==> src/shared/tcc_pkg.sv <==
// Package: register map, fields, codes and counts of the 16-bit timer
// Functional notes
// - Filter output changes after four equal samples
// - Filter adds four clocks of capture delay
// - Edge select: zero falling, one rising
// - Capture copies count and sets capture flag
// - Capture off when capture value is TOP
// - Clock select: stop, div 1/8/64/256/1024, external
// - External pin counts even when driven as output
// - Force strobes act only in non-PWM modes
// - Force applies match action to channel output
// - Force raises no flag, never clears counter
// - Force bits always read zero
// - One shared temporary high byte for words
// - Counter write blocks next compare match
// - Compare registers compared with counter continuously
// - Capture source is pin or comparator
// - Capture value writable by software
// - Capture request when enabled and global set
// - Compare-B request when enabled and global set
// - Non-PWM output: off, toggle, clear, set
// - Compare flag set after match, not forced
// - Capture and compare flags clear by vector or write one, overflow by write one
package tcc_pkg;
   localparam int DATA_W = 32;
   localparam int IDX_W = 6;
   // Register indices, byte address is four times the index
   localparam logic [5:0] IDX_FLAGS = 6'h0b;
   localparam logic [5:0] IDX_MASK = 6'h0c;
   localparam logic [5:0] IDX_FORCE = 6'h22;
   localparam logic [5:0] IDX_ICR_L = 6'h24;
   localparam logic [5:0] IDX_ICR_H = 6'h25;
   localparam logic [5:0] IDX_OCRB_L = 6'h28;
   localparam logic [5:0] IDX_OCRB_H = 6'h29;
   localparam logic [5:0] IDX_OCRA_L = 6'h2a;
   localparam logic [5:0] IDX_OCRA_H = 6'h2b;
   localparam logic [5:0] IDX_CNT_L = 6'h2c;
   localparam logic [5:0] IDX_CNT_H = 6'h2d;
   localparam logic [5:0] IDX_CTLB = 6'h2e;
   localparam logic [5:0] IDX_CTLA = 6'h2f;
   localparam logic [5:0] IDX_CSRC = 6'h30;
   // Field positions
   localparam int CTLB_NOISE = 7;
   localparam int CTLB_EDGE = 6;
   localparam int CTLB_WGMH = 3;
   localparam int CTLB_CS = 0;
   localparam int CTLA_COMA = 6;
   localparam int CTLA_COMB = 4;
   localparam int CTLA_WGML = 0;
   localparam int FOC_A = 7;
   localparam int FOC_B = 6;
   localparam int FLG_CAP = 5;
   localparam int FLG_CMPB = 2;
   localparam int FLG_CMPA = 1;
   localparam int FLG_OVF = 0;
   localparam int MSK_CAP = 5;
   localparam int MSK_CMPB = 2;
   localparam int CSRC_ACOMP = 0;
   // Writable bit masks and reset values
   localparam logic [7:0] CTLA_WMASK = 8'hf3;
   localparam logic [7:0] CTLB_WMASK = 8'hdf;
   localparam logic [7:0] FLAG_MASK = 8'h27;
   localparam logic [7:0] CSRC_WMASK = 8'h01;
   localparam logic [7:0] RST_BYTE = 8'h00;
   localparam logic [15:0] RST_WORD = 16'h0000;
   // Clock source codes and prescaler tap widths
   localparam logic [2:0] CS_STOP = 3'h0;
   localparam logic [2:0] CS_DIV1 = 3'h1;
   localparam logic [2:0] CS_DIV8 = 3'h2;
   localparam logic [2:0] CS_DIV64 = 3'h3;
   localparam logic [2:0] CS_DIV256 = 3'h4;
   localparam logic [2:0] CS_DIV1024 = 3'h5;
   localparam logic [2:0] CS_EXT_FALL = 3'h6;
   localparam logic [2:0] CS_EXT_RISE = 3'h7;
   localparam int DIV8_BITS = 3;
   localparam int DIV64_BITS = 6;
   localparam int DIV256_BITS = 8;
   localparam int DIV1024_BITS = 10;
   localparam int FILT_LEN = 4;
   // Waveform modes, fixed TOP values, output actions
   localparam logic [3:0] WGM_NORMAL = 4'h0;
   localparam logic [3:0] WGM_CTC_A = 4'h4;
   localparam logic [3:0] WGM_CTC_I = 4'hc;
   localparam logic [15:0] TOP_8 = 16'h00ff;
   localparam logic [15:0] TOP_9 = 16'h01ff;
   localparam logic [15:0] TOP_10 = 16'h03ff;
   localparam logic [15:0] TOP_MAX = 16'hffff;
   localparam logic [1:0] COM_OFF = 2'h0;
   localparam logic [1:0] COM_TOG = 2'h1;
   localparam logic [1:0] COM_CLR = 2'h2;
   localparam logic [1:0] COM_SET = 2'h3;
endpackage : tcc_pkg

==> src/shared/tcc_evt_if.sv <==
// Event interface between the timer core and its input stages
interface tcc_evt_if;
   logic tick; // Timer clock pulse
   logic cap_evt; // Qualified capture event
   modport tick_src (output tick);
   modport cap_src (output cap_evt);
   modport core (input tick, input cap_evt);
endinterface : tcc_evt_if

==> src/logic/tcc_clk_sel.sv <==
// Counting clock selection from prescaler taps or external pin edges
module tcc_clk_sel #(
   parameter int PRE_W = 10 // Prescaler width
) (
   input wire logic pclk, // Clock
   input wire logic presetn, // Async reset, low
   input wire logic ce, // Clock enable
   input wire logic [2:0] cs, // Clock source select
   input wire logic ext_pin, // External count pin
   tcc_evt_if.tick_src evt // Tick out
);
   import tcc_pkg::*;
   logic [PRE_W-1:0] pre_r;
   logic ext_s_r, ext_p_r, sel;

   // True on the last clock of a 2**n period
   function automatic logic tap(input logic [PRE_W-1:0] p, input int n);
      logic [PRE_W-1:0] m;
      m = PRE_W'((1 << n) - 1);
      tap = (p & m) == m;
   endfunction : tap

   // Free-running prescaler, so a first count may come early
   always_ff @(posedge pclk or negedge presetn)
   begin
      if (!presetn)
         pre_r <= '0;
      else if (ce)
         pre_r <= pre_r + 1'b1;
   end

   always_ff @(posedge pclk or negedge presetn)
   begin
      if (!presetn)
      begin
         ext_s_r <= 1'b0;
         ext_p_r <= 1'b0;
      end
      else if (ce)
      begin
         ext_s_r <= ext_pin;
         ext_p_r <= ext_s_r;
      end
   end

   always_comb
   begin
      unique case (cs)
         CS_STOP: sel = 1'b0;
         CS_DIV1: sel = 1'b1;
         CS_DIV8: sel = tap(pre_r, DIV8_BITS);
         CS_DIV64: sel = tap(pre_r, DIV64_BITS);
         CS_DIV256: sel = tap(pre_r, DIV256_BITS);
         CS_DIV1024: sel = tap(pre_r, DIV1024_BITS);
         CS_EXT_FALL: sel = ext_p_r && !ext_s_r;
         CS_EXT_RISE: sel = ext_s_r && !ext_p_r;
      endcase
   end
   assign evt.tick = ce && sel;
endmodule : tcc_clk_sel

==> src/logic/tcc_cap_cond.sv <==
// Capture input source select, noise filter and edge detection
module tcc_cap_cond #(
   parameter int FLEN = tcc_pkg::FILT_LEN // Filter sample count
) (
   input wire logic pclk, // Clock
   input wire logic presetn, // Async reset, low
   input wire logic ce, // Clock enable
   input wire logic pin, // Capture pin
   input wire logic acomp, // Comparator output
   input wire logic acomp_sel, // Use comparator as source
   input wire logic noise_en, // Filter enable
   input wire logic rise_sel, // One rising, zero falling
   input wire logic enable, // Capture allowed
   tcc_evt_if.cap_src evt // Event out
);
   import tcc_pkg::*;
   logic src, lvl, raw_r, filt_r, prev_r;
   logic [FLEN-1:0] hist_r;

   assign src = acomp_sel ? acomp : pin;

   // Sample history; filtered level moves on a full run of equals
   always_ff @(posedge pclk or negedge presetn)
   begin
      if (!presetn)
      begin
         raw_r <= 1'b0;
         hist_r <= '0;
         filt_r <= 1'b0;
         prev_r <= 1'b0;
      end
      else if (ce)
      begin
         raw_r <= src;
         hist_r <= {hist_r[FLEN-2:0], src};
         if (&hist_r)
            filt_r <= 1'b1;
         else if (~|hist_r)
            filt_r <= 1'b0;
         prev_r <= lvl;
      end
   end

   // filtered path is four clocks behind
   assign lvl = noise_en ? filt_r : raw_r;
   assign evt.cap_evt = ce && enable && lvl != prev_r && lvl == rise_sel;
endmodule : tcc_cap_cond

==> src/logic/tcc_timer16.sv <==
// Top of the 16-bit timer: APB registers, counter, compare, capture
//
// Design decision made here: the APB register port.
module tcc_timer16 (
   input wire logic pclk, // Clock, 10 MHz
   input wire logic presetn, // Async reset, active low
   input wire logic ce, // Clock enable, freezes all state
   input wire logic psel, // APB select
   input wire logic penable, // APB enable
   input wire logic pwrite, // APB direction
   input wire logic [7:0] paddr, // APB byte address
   input wire logic [tcc_pkg::DATA_W-1:0] pwdata, // APB write data
   output logic [tcc_pkg::DATA_W-1:0] prdata, // APB read data
   output logic pready, // APB ready
   output logic pslverr, // APB error
   input wire logic capture_input_pin, // Capture pin
   input wire logic comparator_out, // Comparator result
   input wire logic external_count_pin, // External count pin
   input wire logic global_irq_enable, // Global interrupt flag
   input wire logic capture_vector_ack, // Capture vector taken
   input wire logic compare_a_vector_ack, // Compare A vector taken
   input wire logic compare_b_vector_ack, // Compare B vector taken
   output logic capture_irq, // Capture request
   output logic compare_b_irq, // Compare B request
   output logic waveform_out_a, // Channel A level
   output logic waveform_out_a_en, // Channel A owns pin
   output logic waveform_out_b, // Channel B level
   output logic waveform_out_b_en // Channel B owns pin
);
   import tcc_pkg::*;

   tcc_evt_if evt ();

   logic [7:0] ctla_r, ctlb_r, mask_r, flags_r, temp_r, csrc_r;
   logic [15:0] cnt_r, ocra_r, ocrb_r, icr_r, top;
   logic [7:0] rd_nxt, hi_nxt, hisnap_r, wd, flg_set, flg_clr;
   logic [5:0] idx;
   logic [3:0] wgm;
   logic err_nxt, setup, wr_en, rd_en, np, at_top, bot;
   logic blk_r, cnt_wr, mat_a, mat_b, foc_a, foc_b;

   // Normal and both clear-on-compare modes
   function automatic logic non_pwm(input logic [3:0] m);
      non_pwm = (m == WGM_NORMAL) || (m == WGM_CTC_A) || (m == WGM_CTC_I);
   endfunction : non_pwm

   // Modes whose TOP is the capture value
   function automatic logic icr_top(input logic [3:0] m);
      icr_top = m[3] && !m[0];
   endfunction : icr_top

   // High bytes of the word registers
   function automatic logic is_hi(input logic [5:0] i);
      is_hi = i == IDX_ICR_H || i == IDX_CNT_H || i == IDX_OCRA_H || i == IDX_OCRB_H;
   endfunction : is_hi

   // Low bytes of the word registers
   function automatic logic is_lo(input logic [5:0] i);
      is_lo = i == IDX_ICR_L || i == IDX_CNT_L || i == IDX_OCRA_L || i == IDX_OCRB_L;
   endfunction : is_lo

   // Next output level after a match or a pass through BOTTOM
   function automatic logic wave_nxt(input logic cur, input logic [1:0] com,
      input logic npwm, input logic hit, input logic bottom);
      wave_nxt = cur;
      if (npwm && hit)
      begin
         unique case (com)
            COM_OFF: wave_nxt = cur;
            COM_TOG: wave_nxt = !cur;
            COM_CLR: wave_nxt = 1'b0;
            COM_SET: wave_nxt = 1'b1;
         endcase
      end
      else if (!npwm && (com == COM_CLR || com == COM_SET))
      begin
         if (hit)
            wave_nxt = (com == COM_SET);
         else if (bottom)
            wave_nxt = (com == COM_CLR);
      end
   endfunction : wave_nxt

   // Input stages
   tcc_clk_sel u_clk (
      .pclk(pclk),
      .presetn(presetn),
      .ce(ce),
      .cs(ctlb_r[CTLB_CS+2:CTLB_CS]),
      .ext_pin(external_count_pin),
      .evt(evt.tick_src)
   );

   // capture disabled while capture value is TOP
   tcc_cap_cond u_cap (
      .pclk(pclk),
      .presetn(presetn),
      .ce(ce),
      .pin(capture_input_pin),
      .acomp(comparator_out),
      .acomp_sel(csrc_r[CSRC_ACOMP]),
      .noise_en(ctlb_r[CTLB_NOISE]),
      .rise_sel(ctlb_r[CTLB_EDGE]),
      .enable(!icr_top(wgm)),
      .evt(evt.cap_src)
   );

   // Mode decode; phase-correct modes count up only here
   assign wgm = {ctlb_r[CTLB_WGMH+1:CTLB_WGMH], ctla_r[CTLA_WGML+1:CTLA_WGML]};
   assign np = non_pwm(wgm);

   // TOP value per mode
   always_comb
   begin
      if (icr_top(wgm))
         top = icr_r;
      else if (wgm == WGM_CTC_A || (wgm[3] && wgm[0]))
         top = ocra_r;
      else
      begin
         unique case (wgm[1:0])
            2'h0: top = TOP_MAX;
            2'h1: top = TOP_8;
            2'h2: top = TOP_9;
            2'h3: top = TOP_10;
         endcase
      end
   end
   assign at_top = cnt_r == top;
   assign bot = evt.tick && at_top;

   // APB phases; zero wait states while enabled
   assign pready = ce;
   assign idx = paddr[IDX_W+1:2];
   assign setup = ce && psel && !penable;
   assign wr_en = ce && psel && penable && pwrite && !pslverr;
   assign rd_en = ce && psel && penable && !pwrite && !pslverr;
   assign wd = pwdata[7:0];

   // Read decode; unmapped or unaligned addresses answer an error
   always_comb
   begin
      rd_nxt = 8'h00;
      hi_nxt = temp_r;
      err_nxt = paddr[1:0] != 2'h0;
      unique case (idx)
         IDX_FLAGS: rd_nxt = flags_r;
         IDX_MASK: rd_nxt = mask_r;
         IDX_CTLA: rd_nxt = ctla_r;
         IDX_CTLB: rd_nxt = ctlb_r;
         IDX_CSRC: rd_nxt = csrc_r;
         IDX_FORCE: rd_nxt = 8'h00;
         IDX_ICR_L:
         begin
            rd_nxt = icr_r[7:0];
            hi_nxt = icr_r[15:8];
         end
         IDX_CNT_L:
         begin
            rd_nxt = cnt_r[7:0];
            hi_nxt = cnt_r[15:8];
         end
         IDX_OCRA_L:
         begin
            rd_nxt = ocra_r[7:0];
            hi_nxt = ocra_r[15:8];
         end
         IDX_OCRB_L:
         begin
            rd_nxt = ocrb_r[7:0];
            hi_nxt = ocrb_r[15:8];
         end
         IDX_ICR_H, IDX_CNT_H, IDX_OCRA_H, IDX_OCRB_H: rd_nxt = temp_r;
         default: err_nxt = 1'b1;
      endcase
   end

   // Answer sampled in setup so both bytes come from one snapshot
   always_ff @(posedge pclk or negedge presetn)
   begin
      if (!presetn)
      begin
         prdata <= '0;
         pslverr <= 1'b0;
         hisnap_r <= RST_BYTE;
      end
      else if (setup)
      begin
         prdata <= {24'h000000, rd_nxt};
         pslverr <= err_nxt;
         hisnap_r <= hi_nxt;
      end
   end

   always_ff @(posedge pclk or negedge presetn)
   begin
      if (!presetn)
      begin
         ctla_r <= RST_BYTE;
         ctlb_r <= RST_BYTE;
         mask_r <= RST_BYTE;
         csrc_r <= RST_BYTE;
      end
      else if (wr_en)
      begin
         if (idx == IDX_CTLA)
            ctla_r <= wd & CTLA_WMASK;
         if (idx == IDX_CTLB)
            ctlb_r <= wd & CTLB_WMASK;
         if (idx == IDX_MASK)
            mask_r <= wd & FLAG_MASK;
         if (idx == IDX_CSRC)
            csrc_r <= wd & CSRC_WMASK;
      end
   end

   // one temporary byte for all words
   always_ff @(posedge pclk or negedge presetn)
   begin
      if (!presetn)
         temp_r <= RST_BYTE;
      else if (wr_en && is_hi(idx))
         temp_r <= wd;
      else if (rd_en && is_lo(idx))
         temp_r <= hisnap_r;
   end

   always_ff @(posedge pclk or negedge presetn)
   begin
      if (!presetn)
      begin
         ocra_r <= RST_WORD;
         ocrb_r <= RST_WORD;
      end
      else if (wr_en)
      begin
         if (idx == IDX_OCRA_L)
            ocra_r <= {temp_r, wd};
         if (idx == IDX_OCRB_L)
            ocrb_r <= {temp_r, wd};
      end
   end

   // Counter; a software write beats a tick in the same cycle
   assign cnt_wr = wr_en && idx == IDX_CNT_L;
   always_ff @(posedge pclk or negedge presetn)
   begin
      if (!presetn)
         cnt_r <= RST_WORD;
      else if (cnt_wr)
         cnt_r <= {temp_r, wd};
      // only the count itself clears at TOP
      else if (evt.tick)
         cnt_r <= at_top ? RST_WORD : cnt_r + 16'h0001;
   end

   always_ff @(posedge pclk or negedge presetn)
   begin
      if (!presetn)
         blk_r <= 1'b0;
      else if (cnt_wr)
         blk_r <= 1'b1;
      else if (evt.tick)
         blk_r <= 1'b0;
   end

   assign mat_a = evt.tick && !blk_r && cnt_r == ocra_r;
   assign mat_b = evt.tick && !blk_r && cnt_r == ocrb_r;
   assign foc_a = wr_en && idx == IDX_FORCE && wd[FOC_A] && np;
   assign foc_b = wr_en && idx == IDX_FORCE && wd[FOC_B] && np;

   // Capture value: a hardware capture wins over a software write
   always_ff @(posedge pclk or negedge presetn)
   begin
      if (!presetn)
         icr_r <= RST_WORD;
      else if (evt.cap_evt)
         icr_r <= cnt_r;
      else if (wr_en && idx == IDX_ICR_L)
         icr_r <= {temp_r, wd};
   end

   // Flag sources and clears; sets win over clears
   always_comb
   begin
      flg_set = 8'h00;
      flg_clr = 8'h00;
      // compare flags set at the tick ending the match cycle, capture flag on its event
      flg_set[FLG_CAP] = evt.cap_evt || (icr_top(wgm) && bot);
      flg_set[FLG_CMPB] = mat_b;
      flg_set[FLG_CMPA] = mat_a;
      flg_set[FLG_OVF] = bot;
      if (wr_en && idx == IDX_FLAGS)
         flg_clr = wd;
      flg_clr[FLG_CAP] = flg_clr[FLG_CAP] || (ce && capture_vector_ack);
      flg_clr[FLG_CMPA] = flg_clr[FLG_CMPA] || (ce && compare_a_vector_ack);
      flg_clr[FLG_CMPB] = flg_clr[FLG_CMPB] || (ce && compare_b_vector_ack);
   end

   always_ff @(posedge pclk or negedge presetn)
   begin
      if (!presetn)
         flags_r <= RST_BYTE;
      else if (ce)
         flags_r <= ((flags_r & ~flg_clr) | flg_set) & FLAG_MASK;
   end

   always_ff @(posedge pclk or negedge presetn)
   begin
      if (!presetn)
      begin
         waveform_out_a <= 1'b0;
         waveform_out_b <= 1'b0;
      end
      else if (ce)
      begin
         waveform_out_a <= wave_nxt(waveform_out_a, ctla_r[CTLA_COMA+1:CTLA_COMA], np,
            mat_a || foc_a, bot);
         waveform_out_b <= wave_nxt(waveform_out_b, ctla_r[CTLA_COMB+1:CTLA_COMB], np,
            mat_b || foc_b, bot);
      end
   end
   assign waveform_out_a_en = ctla_r[CTLA_COMA+1:CTLA_COMA] != COM_OFF;
   assign waveform_out_b_en = ctla_r[CTLA_COMB+1:CTLA_COMB] != COM_OFF;

   assign capture_irq = global_irq_enable && mask_r[MSK_CAP] && flags_r[FLG_CAP];
   assign compare_b_irq = global_irq_enable && mask_r[MSK_CMPB] && flags_r[FLG_CMPB];
endmodule : tcc_timer16

==> config.mk <==
export PLATFORM = sky130hd
export DESIGN_NAME = tcc_timer16
export DESIGN_NICKNAME = d
export VERILOG_FILES = /design/src/shared/tcc_pkg.sv /design/src/shared/tcc_evt_if.sv /design/src/logic/tcc_clk_sel.sv /design/src/logic/tcc_cap_cond.sv /design/src/logic/tcc_timer16.sv
export SDC_FILE = /design/constraint.sdc
export NUM_CORES = 1
export LEC_CHECK = 0
export BUFFER_PORTS_ARGS = -buffer_cell sky130_fd_sc_hd__buf_2
export CAP_MARGIN = 20
export CORE_UTILIZATION = 36
export DETAILED_ROUTE_END_ITERATION = 7
export SYNTH_ARGS = -nofsm -noshare
export SYNTH_HDL_FRONTEND = slang
export SYNTH_SLANG_ARGS = --single-unit
==> constraint.sdc <==
create_clock -name pclk -period 5.35 [get_ports pclk]
set_input_delay 0.535 -clock pclk [delete_from_list [all_inputs] [get_ports pclk]]
set_output_delay 0.535 -clock pclk [all_outputs]
set_load 0.02 [all_outputs]
=== Word-level counts from Yosys, hierarchy flattened ===
Cells that the tools add are included.

* Word-level logic and storage cells: 200
* Output and inout port bits: 40
* Bits in registers: 133

* Bitwise logic cells: 3
* Add/subtract/negate cells: 2
* Mux-type cells: 31
* Eq/ne operators: 44
* Reductions and logical operators: 97

{| class="wikitable"
|+ Operator list
! cell !! number
|-
| 2-to-1 mux 16 bit || 7
|-
| one-hot mux 8 bit (10 select lines) || 1
|-
| equality test 6 bit, second input constant || 13
|-
| one-hot mux 16 bit (4 select lines) || 1
|-
| equality test 16 bit || 3
|-
| logical AND 1 bit || 41
|-
| one-hot mux 8 bit (4 select lines) || 1
|-
| logical OR 1 bit || 17
|-
| adder 16 x 1 -> 16 bit, second input constant || 1
|-
| 2-to-1 mux 8 bit || 2
|-
| nonzero test 2 bit || 8
|-
| equality test 3 bit, second input constant || 5
|-
| 2-to-1 mux 1 bit || 15
|-
| AND reduction 2 bit || 7
|-
| OR reduction 14 bit || 1
|-
| equality test 2 bit, second input constant || 6
|-
| equality test 6 x 4 -> 1 bit, second input constant || 2
|-
| AND reduction 4 bit || 3
|-
| logical NOT 1 bit || 11
|-
| adder 10 x 1 -> 10 bit, second input constant || 1
|-
| equality test 10 bit, second input constant || 1
|-
| equality test 8 bit, second input constant || 1
|-
| one-hot mux 1 bit (8 select lines) || 1
|-
| OR reduction 4 bit || 2
|-
| other kinds (18) || 26
|}

=== Depth between registers and ports, before layout ===
* Depth after elaboration: 11
* Mapped depth: 12
* Gate-level depth less buffers: 10

=== Hierarchy ===
From an unflattened synthesis, not the netlist that was laid out.

* Cell total of the unflattened synthesis: 843
* Area total of the unflattened synthesis: 8,086.5 um2

{| class="wikitable"
|+ Modules (own cells, without submodules)
! module !! seq. area each (um2) !! cells an instance !! area an instance (um2) !! times used
|-
| tcc_timer16 || 2,852.7 || 765 || 7,180.6 || 1
|-
| tcc_clk_sel || 300.3 || 54 || 620.6 || 1
|-
| tcc_cap_cond || 150.1 || 24 || 285.3 || 1
|}

=== Least setup slack after synthesis ===
OpenSTA, ideal clock, no wires.

* Path type: register -> register
* Start point: reg ctla_r[0]
* End point: reg waveform_out_a
* Slack: 2,378 ps
* Arrival time: 2,846 ps
* Setup time: 126 ps
* Cell stages (with the launch flop): 13
* Path buffers: 2
* Cell sequence: dfrtp_1 -> buf_4 -> inv_1 -> ha_1 -> buf_2 -> nor2_2 -> nor3_1 -> a2111oi_4 -> nand4b_1 -> nor4_4 -> nand2_2 -> o311a_1 -> a311o_1

* Cells in the longest elaborated chain, start to end: 8
* Elaborated cells on any way between the ends: 30

{| class="wikitable"
|+ RTL lines
! item !! line !! text
|-
| from (decl) || tcc_timer16.sv:34 || <nowiki>logic [7:0] ctla_r, ctlb_r, mask_r, flags_r, temp_r, csrc_r;</nowiki>
|-
| from (signal assigned) || tcc_timer16.sv:207 || <nowiki>ctla_r <= wd & CTLA_WMASK;</nowiki>
|-
| equality test 2 bit, or another cell as far along || tcc_timer16.sv:121 || <nowiki>unique case (wgm[1:0])</nowiki>
|-
| one-hot mux 16 bit (4 select lines), or another cell as far along || tcc_timer16.sv:121 ||
|-
| 2-to-1 mux 16 bit / logical OR 1 bit (equally long branches) || tcc_timer16.sv:117, tcc_timer16.sv:44 ||
|-
| 2-to-1 mux 16 bit / logical AND 1 bit (equally long branches) || tcc_timer16.sv:115, tcc_timer16.sv:269 ||
|-
| equality test 16 bit / logical OR 1 bit (equally long branches) || tcc_timer16.sv:129, tcc_timer16.sv:318 ||
|-
| logical AND 1 bit, or another cell as far along || tcc_timer16.sv:130 || <nowiki>assign bot = evt.tick && at_top;</nowiki>
|-
| nonzero test 3 bit (no source line), or another cell as far along || n/a ||
|-
| AND reduction 4 bit (no source line) / 2-to-1 mux 1 bit (equally long branches) || n/a ||
|-
| to (signal assigned) || tcc_timer16.sv:317 || <nowiki>waveform_out_a <= wave_nxt(waveform_out_a, ctla_r[CTLA_COMA+1:CTLA_COMA], np,</nowiki>
|-
| to (decl) || tcc_timer16.sv:25 || <nowiki>output logic waveform_out_a,</nowiki>
|}

Several ways; a longest one is shown, not always the timed one. The select of a mux whose other input is x is not followed.
A chain may end at the register's enable or synchronous reset.

=== Final worst setup path ===
Same ends and word-level chain as after synthesis.

==> metrics.yaml <==
power_and_ir_drop:
  p_per_area_nw_per_um2: 313
  fin_total_pwr_mw: 2.78
  vdd_drop_max_mv: 0.234
  leakagePower_nw: 4.08
clock_network:
  cts-resized-gates: 0
  ctsRootBufferMaster: "clkbuf_16"
  cts-htree-levels: 4
  postCtsHoldBufs: 0
  numCtsBuffers: 17
  clock-sinks: 132
  tritoncts: "built"
  clock_latency_ps: 430
  cts_buffer_depth: 2
  post_cts.repair.setup_buffers: 0
  clkTransAtPathRegs_ps: 60
route:
  drc: 0
  first_pass_iters: 5
  wl_per_cell_um: 21.3
  viasPerCell: 5.88
  wirelength_um: 24500
  dr_total_vias: 6783
  ant_nets: 0
  drtIter0Drc: 803
place:
  placed_area_um2: 8310
  routabilityCongestion: 0.918
  dp.cells: 1122
  port_buffers: 44
  dpl.hpwl_um: 17400
worst_setup_path:
  timing.reg2reg.setup_slack_ps: 1660
  cp-start-kind: "flip-flop"
  crit_path_end_kind: "flip-flop"
  rr_startpoint: "ctla_r[0]"
  path_class: "flip-flop to flip-flop"
  worstPathRequired_ps: 5660
  cp_max_fo: 16
  reg2reg_depth: 10
  worstPathArrival_ps: 4000
  r2r-end: "waveform_out_a"
layout:
  drive_above_1_share_pct: 18.2
  fin_area_um2: 8880
  area_growth_pct: 12.0
  nNetsFinal: 925
  fill_cells: 2085
  final_cells: 1153
  fin_util_pct: 41.7
  regArea_um2: 3300
  antenna_cells: 0
  multiInputGateArea_um2: 4270
logic_synthesis:
  synth-seq-cells: 132
  syn_area_um2: 7930
  syn_avg_cell_area_um2: 9.42
  yosysMostFrequentCell: "dfrtp_1"
  synthCells: 842
  yosys_warnings: 0
  async_flop_share_pct: 100
  yosysUniqueCellTypes: 69
  ys_top_cells_by_count: "132 x dfrtp_1, 81 x nand2_1, 58 x mux2_2"
  yosysTopAreaCellShare_pct: 41.7
  synth_flop_cell: "dfrtp_1"
  yosysTopAreaCell: "dfrtp_1"
  synth.yosys.seq_area_share_pct: 41.7
  synth_edf_count: 0
  ys_top_cells_by_area: "dfrtp_1 42%, mux2_2 8.2%, nand2_1 3.8%"
sta:
  fin_skew_ps: 7.04
  slew_headroom_pct: 29.9
  hold_violations: 0
  max_freq_mhz: 271
  drv_slew: 0
  fin_crit_sh_pct: 69.0
  period_minus_slack_ps: 3690
  finalSetupViolations: 0
  setup_tns_ps: 0
  rsz0062_at_grt: "no"
  tightestPinTransition_ps: 1040
global_routing:
  grt_pass1_vias: 6403
  grt_usage_pct: 23.1
  grt_start_max_net_pins: 73
  grt-ovfl-total: 0
  grt_pass1_wl_um: 38700
  antenna_found_initial: 0
floorplanning:
  core-area_um2: 21300
  io_pins: 93
  fp-row-count: 53
  die_w_um: 150
  dieArea_um2: 22600
  initial_core_util_pct: 37.2
  die_y_um: 150
run_status:
  status: "completed"
flow_run:
  cap_violations: 0
min_path:
  hold_class: "primary input to async pin"
-- report_power, final --
group          switching [mW]  total (mW)  internal, mW
combinational           0.211       0.363         0.152
clock                   0.445        1.15         0.704
sequential              0.158        1.27          1.11
total                   0.814        2.78          1.96
-- critical path, stage by stage (launching register included) --
cell and delay [ps]:
dfrtp_1 640, inv_1 140, ha_1 470, nor4bb_1 330
a21oi_1 80, xnor2_1 360, nand3_1 190, nor4_4 480
nand2_2 220, o311a_1 380, a311o_1 260
-- cell type report --
class / instances / share of cell area [%]
repair buffers: 58 / 3.70
clock inverters: 8 / 1.17
inverters: 19 / 0.803
flip-flops and latches: 132 / 37.2
clock buffers: 22 / 5.23
well taps: 275 / 3.87
multi-input cells: 639 / 48.0
-- worst max path at each step --
stage | endpoint | start | cells after the start | slack [ps]
after floorplan | waveform_out_a | ctla_r[0] | 12 | 2380
after global placement | waveform_out_b | ctla_r[0] | 10 | 1680
after detailed placement | waveform_out_a | ctla_r[0] | 10 | 1730
after CTS | waveform_out_a | ctla_r[0] | 10 | 1710
after global routing | waveform_out_a | ctla_r[0] | 10 | 1430
final | waveform_out_a | ctla_r[0] | 10 | 1660
-- through the flow --
step | worst slack, ps | hold WS, ps
floorplan | 2380 | 239
global placement | 1680 | 459
detailed placement | 1730 | 463
CTS | 1710 | 103
global route | 1430 | 119
finish | 1660 | 69.6
-- layout by cell type (no fill, tap or decap), types with 4 or more instances in the layout --
| cell | count |
|---|---|
| clkinvlp_4 | 4 |
| and3_1 | 10 |
| nor3b_1 | 5 |
| nand2b_1 | 7 |
| ha_1 | 5 |
| o21ai_0 | 57 |
| a2111oi_0 | 4 |
| nand2_1 | 81 |
| nor2b_1 | 7 |
| a221oi_1 | 4 |
| o22ai_1 | 10 |
| nand4_1 | 11 |
| or2_2 | 4 |
| a21oi_1 | 37 |
| nand3_1 | 27 |
| nor4bb_1 | 4 |
| mux2i_1 | 26 |
| a31oi_1 | 19 |
| a22o_1 | 4 |
| a41oi_1 | 5 |
| dfrtp_1 | 132 |
| nor2_1 | 55 |
| buf_4 | 13 |
| inv_1 | 19 |
| buf_2 | 43 |
| nor3_1 | 12 |
| a21o_1 | 10 |
| o311ai_0 | 4 |
| xor2_1 | 30 |
| nor4_1 | 13 |
| clkbuf_16 | 17 |
| xnor2_1 | 15 |
| a22oi_1 | 32 |
| a222oi_1 | 7 |
| mux2_2 | 58 |
| conb_1 | 24 |
-- flip-flops by register name (all words and copies together) (netlist names), 4 cells and up --
register / count
ocrb_r: 16
ocra_r: 16
ctlb_r: 7
icr_r: 16
prdata: 8
u_cap.hist_r: 4
temp_r: 8
flags_r: 4
ctla_r: 6
u_clk.pre_r: 10
mask_r: 4
cnt_r: 16
hisnap_r: 8
-- kinds of logic (layout without fill, tap and decap cells) --
| kind of cell | Yosys count | count (layout) | synth area share (%) |
|---|---|---|---|
| xor gates and xnor gates | 45 | 45 | 4.97 |
| muxes | 84 | 84 | 11.5 |
| DFF | 132 | 132 | 41.7 |
| AOI/OAI and AO/OA | 218 | 218 | 18.3 |
| other | 1 | 24 | 0.0473 |
| adders and majority gates | 5 | 5 | 0.789 |
| and+or+nand+nor | 263 | 263 | 16.9 |
| buffers and inverters | 94 | 107 | 5.82 |
-- per-layer routing --
metal | GRT usage [%] | wire, um
met5 | 0 | 0
met2 | 35.5 | 11100
met3 | 4.21 | 1780
met1 | 32.5 | 11000
met4 | 8.28 | 643
No activity file was read; power rests on OpenSTA's default activity.
